--- config.mk ---
export PLATFORM = sky130hd
export DESIGN_NAME = itptc_ctrl
export DESIGN_NICKNAME = d
export VERILOG_FILES = /design/src/shared/itptc_pkg.sv /design/src/rtl/itptc_pid.sv /design/src/rtl/itptc_ctrl.sv
export SDC_FILE = /design/constraint.sdc
export NUM_CORES = 1
export LEC_CHECK = 0
export BUFFER_PORTS_ARGS = -buffer_cell sky130_fd_sc_hd__buf_2
export CORE_MARGIN = 5
export CORE_UTILIZATION = 49
export DETAILED_ROUTE_END_ITERATION = 16
export GPL_ROUTABILITY_DRIVEN = 0
export PLACE_DENSITY = 0.67
export SLEW_MARGIN = 20
export SYNTH_ARGS = -nofsm -noshare
export SYNTH_HDL_FRONTEND = slang
export SYNTH_SLANG_ARGS = --single-unit
--- constraint.sdc ---
create_clock -name clk_i -period 7 [get_ports clk_i]
set_input_delay 1.4 -clock clk_i [delete_from_list [all_inputs] [get_ports clk_i]]
set_output_delay 1.4 -clock clk_i [all_outputs]
set_load 0.1 [all_outputs]
--- src/shared/itptc_pkg.sv ---
/*
 * Constants, carrier types and shared arithmetic for the inductive transmitter power control.
 * Assumes a single 10 MHz clock; frequency is kept in Hz, voltage in half-millivolt units.
 */
`default_nettype none
package itptc_pkg;
	localparam int unsigned CLK_HZ          = 10_000_000;
	localparam int unsigned CLK_CYC_PER_US  = CLK_HZ / 1_000_000;
	localparam int unsigned PING_WAIT_US    = 70_000;
	localparam int unsigned GAP_US          = 10_000;
	localparam int unsigned PING_WAIT_CYC_DEF = PING_WAIT_US * CLK_CYC_PER_US;
	localparam int unsigned GAP_CYC_DEF       = GAP_US * CLK_CYC_PER_US;
	localparam int          CNT_W           = 20;

	localparam int          FREQ_W          = 18;
	localparam int          VOLT_W          = 15;
	localparam int          MV_W            = 14;
	localparam int          CUR_W           = 12;
	localparam int          CE_W            = 8;
	localparam int          ERR_W           = 21;
	localparam int          ACC_W           = 22;
	localparam int          CE_SHIFT        = 7;

	localparam logic [FREQ_W-1:0] FREQ_MIN_HZ   = 18'h1adb0;
	localparam logic [FREQ_W-1:0] FREQ_MAX_HZ   = 18'h2bf20;
	localparam logic [FREQ_W-1:0] FREQ_PING_HZ  = 18'h1fbd0;
	localparam logic [FREQ_W-1:0] FREQ_STEP_HZ  = 18'h001f4;
	localparam logic [VOLT_W-1:0] VOLT_MIN_HMV  = 15'h2710;
	localparam logic [VOLT_W-1:0] VOLT_MAX_HMV  = 15'h55f0;
	localparam logic [VOLT_W-1:0] VOLT_PING_HMV = 15'h3e80;
	localparam logic [VOLT_W-1:0] VOLT_RETRY_STEP_HMV = 15'h03e8;
	localparam logic [7:0]        STRENGTH_MIN  = 8'h01;

	localparam logic signed [CE_W-1:0]  PROPORTIONAL_GAIN = 8'sh01;
	localparam logic signed [CE_W-1:0]  INTEGRAL_GAIN     = 8'sh00;
	localparam logic signed [CE_W-1:0]  DERIVATIVE_GAIN   = 8'sh00;
	localparam logic signed [ERR_W-1:0] LOOP_OUTPUT_LIMIT_FREQ = 21'sh004e20;
	localparam logic signed [ERR_W-1:0] LOOP_OUTPUT_LIMIT_VOLT = 21'sh0005dc;

	typedef enum logic {PKT_STRENGTH, PKT_CTRL_ERR} itptc_kind_t;

	typedef struct packed {
		logic        valid;
		itptc_kind_t kind;
		logic [7:0]  value;
	} itptc_rx_t;

	typedef struct packed {
		logic              power_on;
		logic [FREQ_W-1:0] freq_hz;
		logic [MV_W-1:0]   volt_mv;
	} itptc_cmd_t;

	typedef enum logic [1:0] {ST_IDLE, ST_PING, ST_GAP, ST_RUN} itptc_state_t;

	function automatic logic signed [ERR_W-1:0] itptc_sat(
		input logic signed [ERR_W-1:0] x,
		input logic signed [ERR_W-1:0] lim);
		if (x > lim) return lim;
		if (x < -lim) return -lim;
		return x;
	endfunction : itptc_sat

	function automatic logic signed [ACC_W-1:0] itptc_clamp(
		input logic signed [ACC_W-1:0] x,
		input logic signed [ACC_W-1:0] lo,
		input logic signed [ACC_W-1:0] hi);
		if (x < lo) return lo;
		if (x > hi) return hi;
		return x;
	endfunction : itptc_clamp
endpackage : itptc_pkg
`default_nettype wire

--- src/rtl/itptc_pid.sv ---
/*
 * One proportional loop update: control error and coil current in, next frequency and voltage out.
 * Assumes the caller registers the results and presents in-range present values.
 */
`timescale 1ns/1ps
`default_nettype none
module itptc_pid
	import itptc_pkg::*;
(
	input  wire logic [CUR_W-1:0]  coil_ma_i,
	input  wire logic [CE_W-1:0]   ctrl_err_i,
	input  wire logic [FREQ_W-1:0] freq_i,
	input  wire logic [VOLT_W-1:0] volt_i,
	output logic      [FREQ_W-1:0] freq_o,
	output logic      [VOLT_W-1:0] volt_o
);
	logic signed [CUR_W:0]        cur_s;
	logic signed [CUR_W+CE_W:0]   prod;
	logic signed [ERR_W-1:0]      err;
	logic signed [ERR_W-1:0]      pid_f;
	logic signed [ERR_W-1:0]      pid_v;
	logic signed [ACC_W-1:0]      f_cand;
	logic signed [ACC_W-1:0]      v_cand;
	logic                         at_edge;

	always_comb begin
		cur_s = $signed({1'b0, coil_ma_i});
		// Target current is measured current scaled by (1 + error/128)
		prod  = cur_s * $signed(ctrl_err_i);
		err   = ERR_W'(prod >>> CE_SHIFT);
		// Integral and derivative gains are zero, so only the proportional path exists
		pid_f = itptc_sat(ERR_W'(err * PROPORTIONAL_GAIN), LOOP_OUTPUT_LIMIT_FREQ);
		pid_v = itptc_sat(ERR_W'(err * PROPORTIONAL_GAIN), LOOP_OUTPUT_LIMIT_VOLT);
		// Frequency moves by -1 Hz per unit, voltage by +0.5 mV per unit
		f_cand = $signed({4'h0, freq_i}) - ACC_W'(pid_f);
		v_cand = $signed({7'h00, volt_i}) + ACC_W'(pid_v);
		// Voltage only takes over once frequency is pinned at a band edge
		at_edge = ((freq_i <= FREQ_MIN_HZ) && (pid_f > 0)) ||
			((freq_i >= FREQ_MAX_HZ) && (pid_f < 0));
		if (at_edge) begin
			freq_o = freq_i;
			volt_o = VOLT_W'(itptc_clamp(v_cand, ACC_W'(VOLT_MIN_HMV), ACC_W'(VOLT_MAX_HMV)));
		end else begin
			freq_o = FREQ_W'(itptc_clamp(f_cand, ACC_W'(FREQ_MIN_HZ), ACC_W'(FREQ_MAX_HZ)));
			volt_o = volt_i;
		end
	end
endmodule : itptc_pid
`default_nettype wire

--- src/rtl/itptc_ctrl.sv ---
/*
 * Power control sequencer for an inductive transmitter: ping with retries, then loop regulation.
 * Assumes decoded receiver packets and a sampled coil current, all synchronous to clk_i.
 */
`timescale 1ns/1ps
`default_nettype none
module itptc_ctrl
	import itptc_pkg::*;
#(
	parameter int unsigned PING_WAIT_CYC = PING_WAIT_CYC_DEF,
	parameter int unsigned GAP_CYC       = GAP_CYC_DEF
) (
	input  wire logic             clk_i,
	input  wire logic             rst_n_i,
	input  wire logic             start_i,
	input  wire logic             stop_i,
	input  wire itptc_rx_t        rx_i,
	input  wire logic [CUR_W-1:0] coil_ma_i,
	output var  itptc_cmd_t       cmd_o,
	output logic                  ping_fail_o,
	output logic                  running_o
);
	itptc_state_t      state_r, state_nxt;
	logic [CNT_W-1:0]  cnt_r, cnt_nxt;
	logic [FREQ_W-1:0] freq_r, freq_nxt;
	logic [VOLT_W-1:0] volt_r, volt_nxt;
	logic              fail_r, fail_nxt;
	itptc_cmd_t        cmd_r, cmd_nxt;
	logic [FREQ_W-1:0] pid_freq;
	logic [VOLT_W-1:0] pid_volt;
	logic              strength_pkt;
	logic              strength_ok;
	logic              ping_timeout;
	logic              retry_room;
	logic              ctrl_pkt;

	// Coil current arrives in 1 mA units, finer than the 5 mA needed
	itptc_pid u_pid (
		.coil_ma_i  (coil_ma_i),
		.ctrl_err_i (rx_i.value),
		.freq_i     (freq_r),
		.volt_i     (volt_r),
		.freq_o     (pid_freq),
		.volt_o     (pid_volt)
	);

	always_comb begin
		strength_pkt = rx_i.valid && (rx_i.kind == PKT_STRENGTH);
		strength_ok  = strength_pkt && (rx_i.value >= STRENGTH_MIN);
		ctrl_pkt     = rx_i.valid && (rx_i.kind == PKT_CTRL_ERR);
		ping_timeout = (cnt_r == CNT_W'(PING_WAIT_CYC - 1));
		retry_room   = (volt_r + VOLT_RETRY_STEP_HMV) <= VOLT_MAX_HMV;
	end

	always_comb begin
		state_nxt = state_r;
		cnt_nxt   = cnt_r;
		freq_nxt  = freq_r;
		volt_nxt  = volt_r;
		fail_nxt  = fail_r;
		if (stop_i && (state_r != ST_IDLE)) begin
			// Host abort wins over anything the link does in the same cycle
			state_nxt = ST_IDLE;
			cnt_nxt   = '0;
		end else begin
			unique case (state_r)
				ST_IDLE: begin
					if (start_i) begin
						state_nxt = ST_PING;
						cnt_nxt   = '0;
						freq_nxt  = FREQ_PING_HZ;
						volt_nxt  = VOLT_PING_HMV;
						fail_nxt  = 1'b0;
					end
				end
				ST_PING: begin
					cnt_nxt = cnt_r + CNT_W'(1);
					if (strength_ok) begin
						state_nxt = ST_RUN;
						cnt_nxt   = '0;
					end else if (strength_pkt || ping_timeout) begin
						cnt_nxt = '0;
						if (retry_room) begin
							state_nxt = ST_GAP;
							volt_nxt  = volt_r + VOLT_RETRY_STEP_HMV;
						end else begin
							// Out of voltage headroom: give up until the next start
							state_nxt = ST_IDLE;
							fail_nxt  = 1'b1;
						end
					end
				end
				ST_GAP: begin
					cnt_nxt = cnt_r + CNT_W'(1);
					if (cnt_r == CNT_W'(GAP_CYC - 1)) begin
						state_nxt = ST_PING;
						cnt_nxt   = '0;
						freq_nxt  = FREQ_PING_HZ;
					end
				end
				ST_RUN: begin
					if (ctrl_pkt) begin
						freq_nxt = pid_freq;
						volt_nxt = pid_volt;
					end
				end
			endcase
		end
		// Hz and half-mV units give 1 Hz and 1 mV command steps, so 500 Hz steps are reachable
		cmd_nxt.power_on = (state_nxt == ST_PING) || (state_nxt == ST_RUN);
		cmd_nxt.freq_hz  = freq_nxt;
		cmd_nxt.volt_mv  = volt_nxt[VOLT_W-1:1];
	end

	always_ff @(posedge clk_i or negedge rst_n_i) begin
		if (!rst_n_i) begin
			state_r <= ST_IDLE;
			cnt_r   <= '0;
			freq_r  <= FREQ_PING_HZ;
			volt_r  <= VOLT_PING_HMV;
			fail_r  <= 1'b0;
			cmd_r   <= '{power_on: 1'b0, freq_hz: FREQ_PING_HZ, volt_mv: VOLT_PING_HMV[VOLT_W-1:1]};
		end else begin
			state_r <= state_nxt;
			cnt_r   <= cnt_nxt;
			freq_r  <= freq_nxt;
			volt_r  <= volt_nxt;
			fail_r  <= fail_nxt;
			cmd_r   <= cmd_nxt;
		end
	end

	assign cmd_o       = cmd_r;
	assign ping_fail_o = fail_r;
	assign running_o   = (state_r == ST_RUN);
endmodule : itptc_ctrl
`default_nettype wire

# After elaboration in Yosys (flattened, before gate mapping)
# Cells that the tools add are included.
dict set report op_classes {
  bitwise_logic 2
  addsub 4
  magnitude_cmp 14
  n_eq_ne 17
  reduce_logical 19
  multipliers 1
  n_mux 62
}
# op n
set op_table {}
lappend op_table {{$mux 21} 8}
lappend op_table {{$mux 15} 10}
lappend op_table {{$mux 18} 8}
lappend op_table {{$mux 20} 5}
lappend op_table {{$pmux 20 s3} 1}
lappend op_table {{$pmux 18 s3} 1}
lappend op_table {{$pmux 15 s3} 1}
lappend op_table {{$add 16x21->22} 1}
lappend op_table {{$gt 22x16->1 const B} 1}
lappend op_table {{$gt 22x19->1 const B} 1}
lappend op_table {{$lt 22x15->1 const B} 1}
lappend op_table {{$lt 22x18->1 const B} 1}
lappend op_table {{$sub 19x21->22} 1}
lappend op_table {{$gt 21x1->1 const B} 1}
lappend op_table {{$lt 21x1->1 const B} 1}
lappend op_table {{$mul 13x8->21} 1}
lappend op_table {{$add 20x1->20 const B} 1}
lappend op_table {{$eq 20x17->1 const B} 1}
lappend op_table {{$eq 20x20->1 const B} 1}
lappend op_table {{$mux 1} 20}
lappend op_table {{$ge 18x18->1 const B} 1}
lappend op_table {{$le 18x17->1 const B} 1}
lappend op_table {{$gt 14x16->1 const B} 1}
lappend op_table {{$lt 14x16->1 const B} 1}
lappend op_table {{other kinds (23)} 49}
dict set report totals {
  output_inout_bits 35
  ff_bits 57
  inputBits 26
}

# Depth between registers and ports, before layout
dict set report logic_depth {
  ltp_word 17
  depth_mapped 39
  mapped_depth_nobuf 37
}

# Hierarchy
# Synthesis repeated with hierarchy kept, for this count alone.
dict set report hier_totals {
  hier_cells 1243
  area_unflattened_um2 9874.5
}
# mod cells_per_inst area_each_um2 instances seq_area_each_um2
set by_module_without_submodules {}
lappend by_module_without_submodules {itptc_pid 840 6439.9 1 0.0}
lappend by_module_without_submodules {itptc_ctrl 403 3434.5 1 1422.6}

# Worst setup path before layout
# No wires, ideal clock.
dict set report synth_timing {
  kind {input port to flip-flop}
  from {in rx_i[5] in the netlist's numbering}
  to {reg volt_r[8]}
  path_slack_ns -3.009
  setup_ns 0.138
  path_stages 37
  required_time_ns 6.862
  arrival_time_ns 9.871
  path_cell_list {clkbuf_1 and2_1 fa_1 fa_1 fa_1 inv_1 fa_1 inv_1 ha_1 buf_2 and3_1 a221o_1 a221o_1 or3_1 buf_2 nand3_1 a21oi_1 o21ai_0 nand4_1 ha_1 clkbuf_1 nor3b_1 fa_1 a21o_1 a21oi_1 o21bai_1 a211o_1 a21oi_1 o31ai_1 a31o_2 a21o_1 nand3b_1 a221oi_1 nor4b_1 nand2b_1 a2bb2oi_1 o22ai_1}
}
dict set report synth_between {
  elab_chain_len 16
  word_cells_on_any_way 41
  cone_classes {add/sub: 1; mul: 1; order compare: 9; eq/ne: 2; mux: 23; reduce/logical: 5}
}
# item line_no
set synth_rtl {}
lappend synth_rtl {{start, declared} itptc_ctrl.sv:17} ;# input wire itptc_rx_t rx_i,
lappend synth_rtl {{$mul 13x8->21} itptc_pid.sv:29} ;# prod = cur_s * $signed(ctrl_err_i);
lappend synth_rtl {{$lt 14x12->1} itptc_pkg.sv:60} ;# if (x < -lim) return -lim;
lappend synth_rtl {{$mux 1 (2 in a row)} itptc_pkg.sv:60}
lappend synth_rtl {{$mux 21} itptc_pkg.sv:61} ;# return x;
lappend synth_rtl {{$mux 21} itptc_pkg.sv:60}
lappend synth_rtl {{$add 16x21->22} itptc_pid.sv:36} ;# v_cand = $signed({7'h00, volt_i}) + ACC_W'(pid_v);
lappend synth_rtl {{$gt 22x16->1} itptc_pkg.sv:69} ;# if (x > hi) return hi;
lappend synth_rtl {{$mux 1 (2 in a row)} itptc_pkg.sv:69}
lappend synth_rtl {{$mux 1} itptc_pid.sv:40} ;# if (at_edge) begin
lappend synth_rtl {{$mux 15} itptc_pkg.sv:70} ;# return x;
lappend synth_rtl {{$mux 15} itptc_pkg.sv:69}
lappend synth_rtl {{$mux 15} itptc_pid.sv:40}
lappend synth_rtl {{$mux 15} itptc_ctrl.sv:102} ;# if (ctrl_pkt) begin
lappend synth_rtl {{$pmux 15 s3} itptc_ctrl.sv:66} ;# unique case (state_r)
lappend synth_rtl {{end signal, assigned} itptc_ctrl.sv:127} ;# volt_r <= volt_nxt;
lappend synth_rtl {{end, declared} itptc_ctrl.sv:26} ;# logic [VOLT_W-1:0] volt_r, volt_nxt;
# Parallel ways exist; a longest one is shown, timed or not. The select of a mux whose other input is x is not followed.
# A chain may end at the register's enable or synchronous reset.

# Final worst setup path
dict set report layout_timing {
  from {in rx_i[4] in the netlist's numbering}
  to {reg volt_r[2]}
}
# The elaborated chain is that of the path after synthesis.

==> impl_summary.txt <==
----------------------------------------------------
[Outcome]
  Result of the run ... complete, but fails checks
  Failing checks ... negative setup slack

[Placed design]
  Number of cells in the design after placement ... ~1,600
  Standard cell area after detailed placement ... between 10,000 and 15,000 um2
  Quantity of I/O buffers inserted on ports ... 60
  Half-perimeter wire length of the detailed placement result ... around 21,000 um

[Logic synthesis]
  Post-synth top area cell ... sky130_fd_sc_hd__fa_1
  Distinct cell type count of the synthesized netlist ... 85
  Post-Syn Area per Cell ... ~8 um2
  Post-Syn Instances ... ~1,100
  Portion of the post-synthesis area used by sequential elements ... 15.6%
  Number of warning messages in the yosys log ... 0
  Primary flip-flop cell chosen by synthesis mapping ... sky130_fd_sc_hd__dfrtp_1
  List of most frequent post-synthesis cells ... sky130_fd_sc_hd__inv_1 (119), sky130_fd_sc_hd__nand2_1 (91), sky130_fd_sc_hd__o21ai_0 (83)
  Synth area leaders ... sky130_fd_sc_hd__fa_1 (13%), sky130_fd_sc_hd__ha_1 (11%), sky130_fd_sc_hd__dfrtp_1 (11%)
  Synth Cell Area ... 9110 um2
  Net count after synthesis ... ~1,300
  Async set or reset register ratio after synthesis ... 100%
  Flip-flop and latch count after synthesis ... 56
  Fraction of synthesized cell area taken by the top area cell type ... a little over an eighth
  Number of enable flip-flop cells after synthesis ... 0
  Most used standard cell by instance count after synthesis ... sky130_fd_sc_hd__inv_1

[Critical path]
  Flop-to-flop setup slack ... between 2 and 3 ns
  Buffering stage count on the worst path with inverters included ... 5
  Slowest CP cell ... sky130_fd_sc_hd__fa_2
  CP Launch Type ... input port
  Required time at the worst-slack endpoint ... approximately 7.2 ns
  Max FO, Critical Path ... 7
  CP top delay family ... adder cells
  Arrival time at the worst endpoint ... about 9.2 ns
  Endpoint type of the worst setup path ... flop
  Reg2Reg Capture Point ... cmd_o[19]
  Startpoint of the worst register-to-register path ... cmd_o[14]
  Path depth of the worst reg2reg path ... 17
  Critical path class ... input port to flop
  Worst stage delay on the critical path ... ~0.51 ns
  Most repeated library cell on the critical path ... sky130_fd_sc_hd__fa_1

[Floorplanning]
  Die area ... roughly 21,000 um2
  Die Wd ... roughly 150 um
  Initial standard-cell utilization of the core ... 50.2%
  Vertical die dimension ... between 100 and 150 um
  Number of ports placed on the die boundary ... 61
  Floorplan core area ... 18,100 um2
  Number of rows in the core area ... 49

[Min path]
  Hold Path Class ... flop to flop
  Count of cells along the worst hold path ... 1
  HP Start ... cnt_r[5]
  Hold-critical path endpoint ... cnt_r[5]

[Final layout]
  Layout overhead on the synthesized area ... 35.4%
  Final cell count without fillers ... ~1,600
  Fin nets ... 1,579
  Finished layout cell area ... 12,300 um2
  Share of post-route cells with drive strength above 1 ... 34.6%
  Number of diodes added for antenna fixing ... 0

[Clocking]
  Clock tree from TritonCTS ... built
  Number of levels the H-tree was split into ... 2
  Deepest clock path buffer count ... 2
  Clock latency on the worst-skew pair ... roughly 0.31 ns
  Number of buffers created by CTS ... 5
  Clock tree root buffer cell ... sky130_fd_sc_hd__clkbuf_16
  Total number of clock tree sinks ... 56
  Clock edge transition at the registers on the reported setup and hold paths ... about 0.080 ns
  Hold bufs inserted after CTS ... 0

[Detailed routing]
  Initial DRC Count ... around 520
  Post-route DRC ... 0
  Antenna viol nets, final ... 0
  WL per Instance ... approximately 16 um
  Number of vias in the routed layout ... roughly 9,500
  WL final ... ~27,000 um
  Via-per-instance ratio ... just under 6
  Detailed-router iteration count before antenna repair ... 5

[Global routing]
  Remaining global-route overflow ... 0
  Wire length of the first global-routing pass ... around 45,000 um
  Number of global-route vias before repair ... about 9,500
  Antenna violations before repair ... 1
  Maximum number of pins on one net before global-route repair ... 57
  Total GRT Usage ... 24.8%

[STA]
  Final worst setup slack ... -2.00 ns
  Slew of the pin with the lowest slew margin ... around 1.0 ns
  Fmax ... 0.111 GHz
  Final critical-path share of the clock period ... 129%
  RSZ-0062 raised after global routing ... yes
  Worst slew slack as a fraction of its limit ... 30.8%
  Clock skew ... about 0.010 ns
  Worst hold-check slack ... between 0.5 and 0.6 ns
  Final count of negative-setup-slack endpoints ... 33
  Time the final worst path needs with I/O delays and setup ... ~9 ns
  Fin. Hold Viols ... 0
  Final count of pins violating max slew ... 0

[Job]
  Max-cap violation count ... 0

----------------------------------------------------
## worst max-delay path by stage
stage / to / start / slack (ns) / cells past startpoint
2_1_floorplan: volt_r[3] / rx_i[2] / -2.21 / 36
3_5_place_dp: volt_r[14] / rx_i[7] / -2.65 / 36
4_1_cts: volt_r[2] / rx_i[2] / -2.06 / 34
6_report: volt_r[2] / rx_i[4] / -2.00 / 35
5_1_grt: volt_r[2] / rx_i[7] / -2.34 / 40
3_3_place_gp: volt_r[14] / rx_i[7] / -2.53 / 36
## area by class of cell
class,instances,area (um2)
tap,229,287
clock inverter,3,26.3
inverter,120,458
multi-input combinational,918,7660
sequential,56,1420
clock buffer,5,125
fill,1460,5810
timing repair buffer,311,2350
## registers in the layout, summed over array words and instances, names as in the netlist
signal and cells:
cnt_r 20, cmd_o 18, volt_r 15, state_r 2
ping_fail_o 1
## repair_timing
item	4_1_cts	5_1_grt
resized for setup	131	45
pin swaps	97	42
endpoints found under the setup margin	33	33
gates cloned	0	0
buffers inserted	34	13
## metrics by stage
step / TNS [ns] / util (%) / setup slack [ns]
2_1_floorplan: -53.35 / - / -2.21
3_3_place_gp: -67.62 / 61.8 / -2.53
3_5_place_dp: -70.98 / 61.8 / -2.65
4_1_cts: -51.32 / 66.4 / -2.06
5_1_grt: -63.22 / 68.0 / -2.34
6_report: -52.64 / 68.0 / -2.00
## routing by layer
metal  track usage, %  up-vias  part of all wire, %
met5                0        -                0.070
met4             6.26        2                  2.4
met3             3.16       63                  5.3
met2             42.4      299                   48
met1             33.3     4557                   44
li1                 -     4577                    -
## placed cells by master, fill, tap and decap left out, types with 13 or more instances in the layout
master and count:
sky130_fd_sc_hd__o21ai_0 68, sky130_fd_sc_hd__nand2b_1 21, sky130_fd_sc_hd__xor2_1 13, sky130_fd_sc_hd__nand4_1 14, sky130_fd_sc_hd__buf_4 239, sky130_fd_sc_hd__buf_2 46
sky130_fd_sc_hd__nor2_1 70, sky130_fd_sc_hd__and3_1 19, sky130_fd_sc_hd__fa_1 59, sky130_fd_sc_hd__a21o_1 15, sky130_fd_sc_hd__nor3_1 19, sky130_fd_sc_hd__dfrtp_1 39
sky130_fd_sc_hd__o21a_1 20, sky130_fd_sc_hd__inv_1 108, sky130_fd_sc_hd__buf_6 22, sky130_fd_sc_hd__xnor2_1 28, sky130_fd_sc_hd__o21ai_1 13, sky130_fd_sc_hd__nand3_1 21
sky130_fd_sc_hd__and2_1 51, sky130_fd_sc_hd__dfstp_2 17, sky130_fd_sc_hd__and2_4 16, sky130_fd_sc_hd__ha_1 70, sky130_fd_sc_hd__a21oi_1 48, sky130_fd_sc_hd__nand2_1 85
## kinds of logic after synthesis
group / Yosys count / synth area share [%]
buffers and inverters: 175 / 7.88
XOR/XNOR: 49 / 4.71
flip-flops: 56 / 15.6
multiplexers: 2 / 0.233
adder cells (fa/ha/maj): 146 / 25.0
AND/OR/NAND/NOR: 412 / 23.7
AO/OA/AOI/OAI: 309 / 22.9
Power is left out: the tool's default activity adds up to more than one toggle a clock period on the data nets, which glitch-free logic cannot reach.
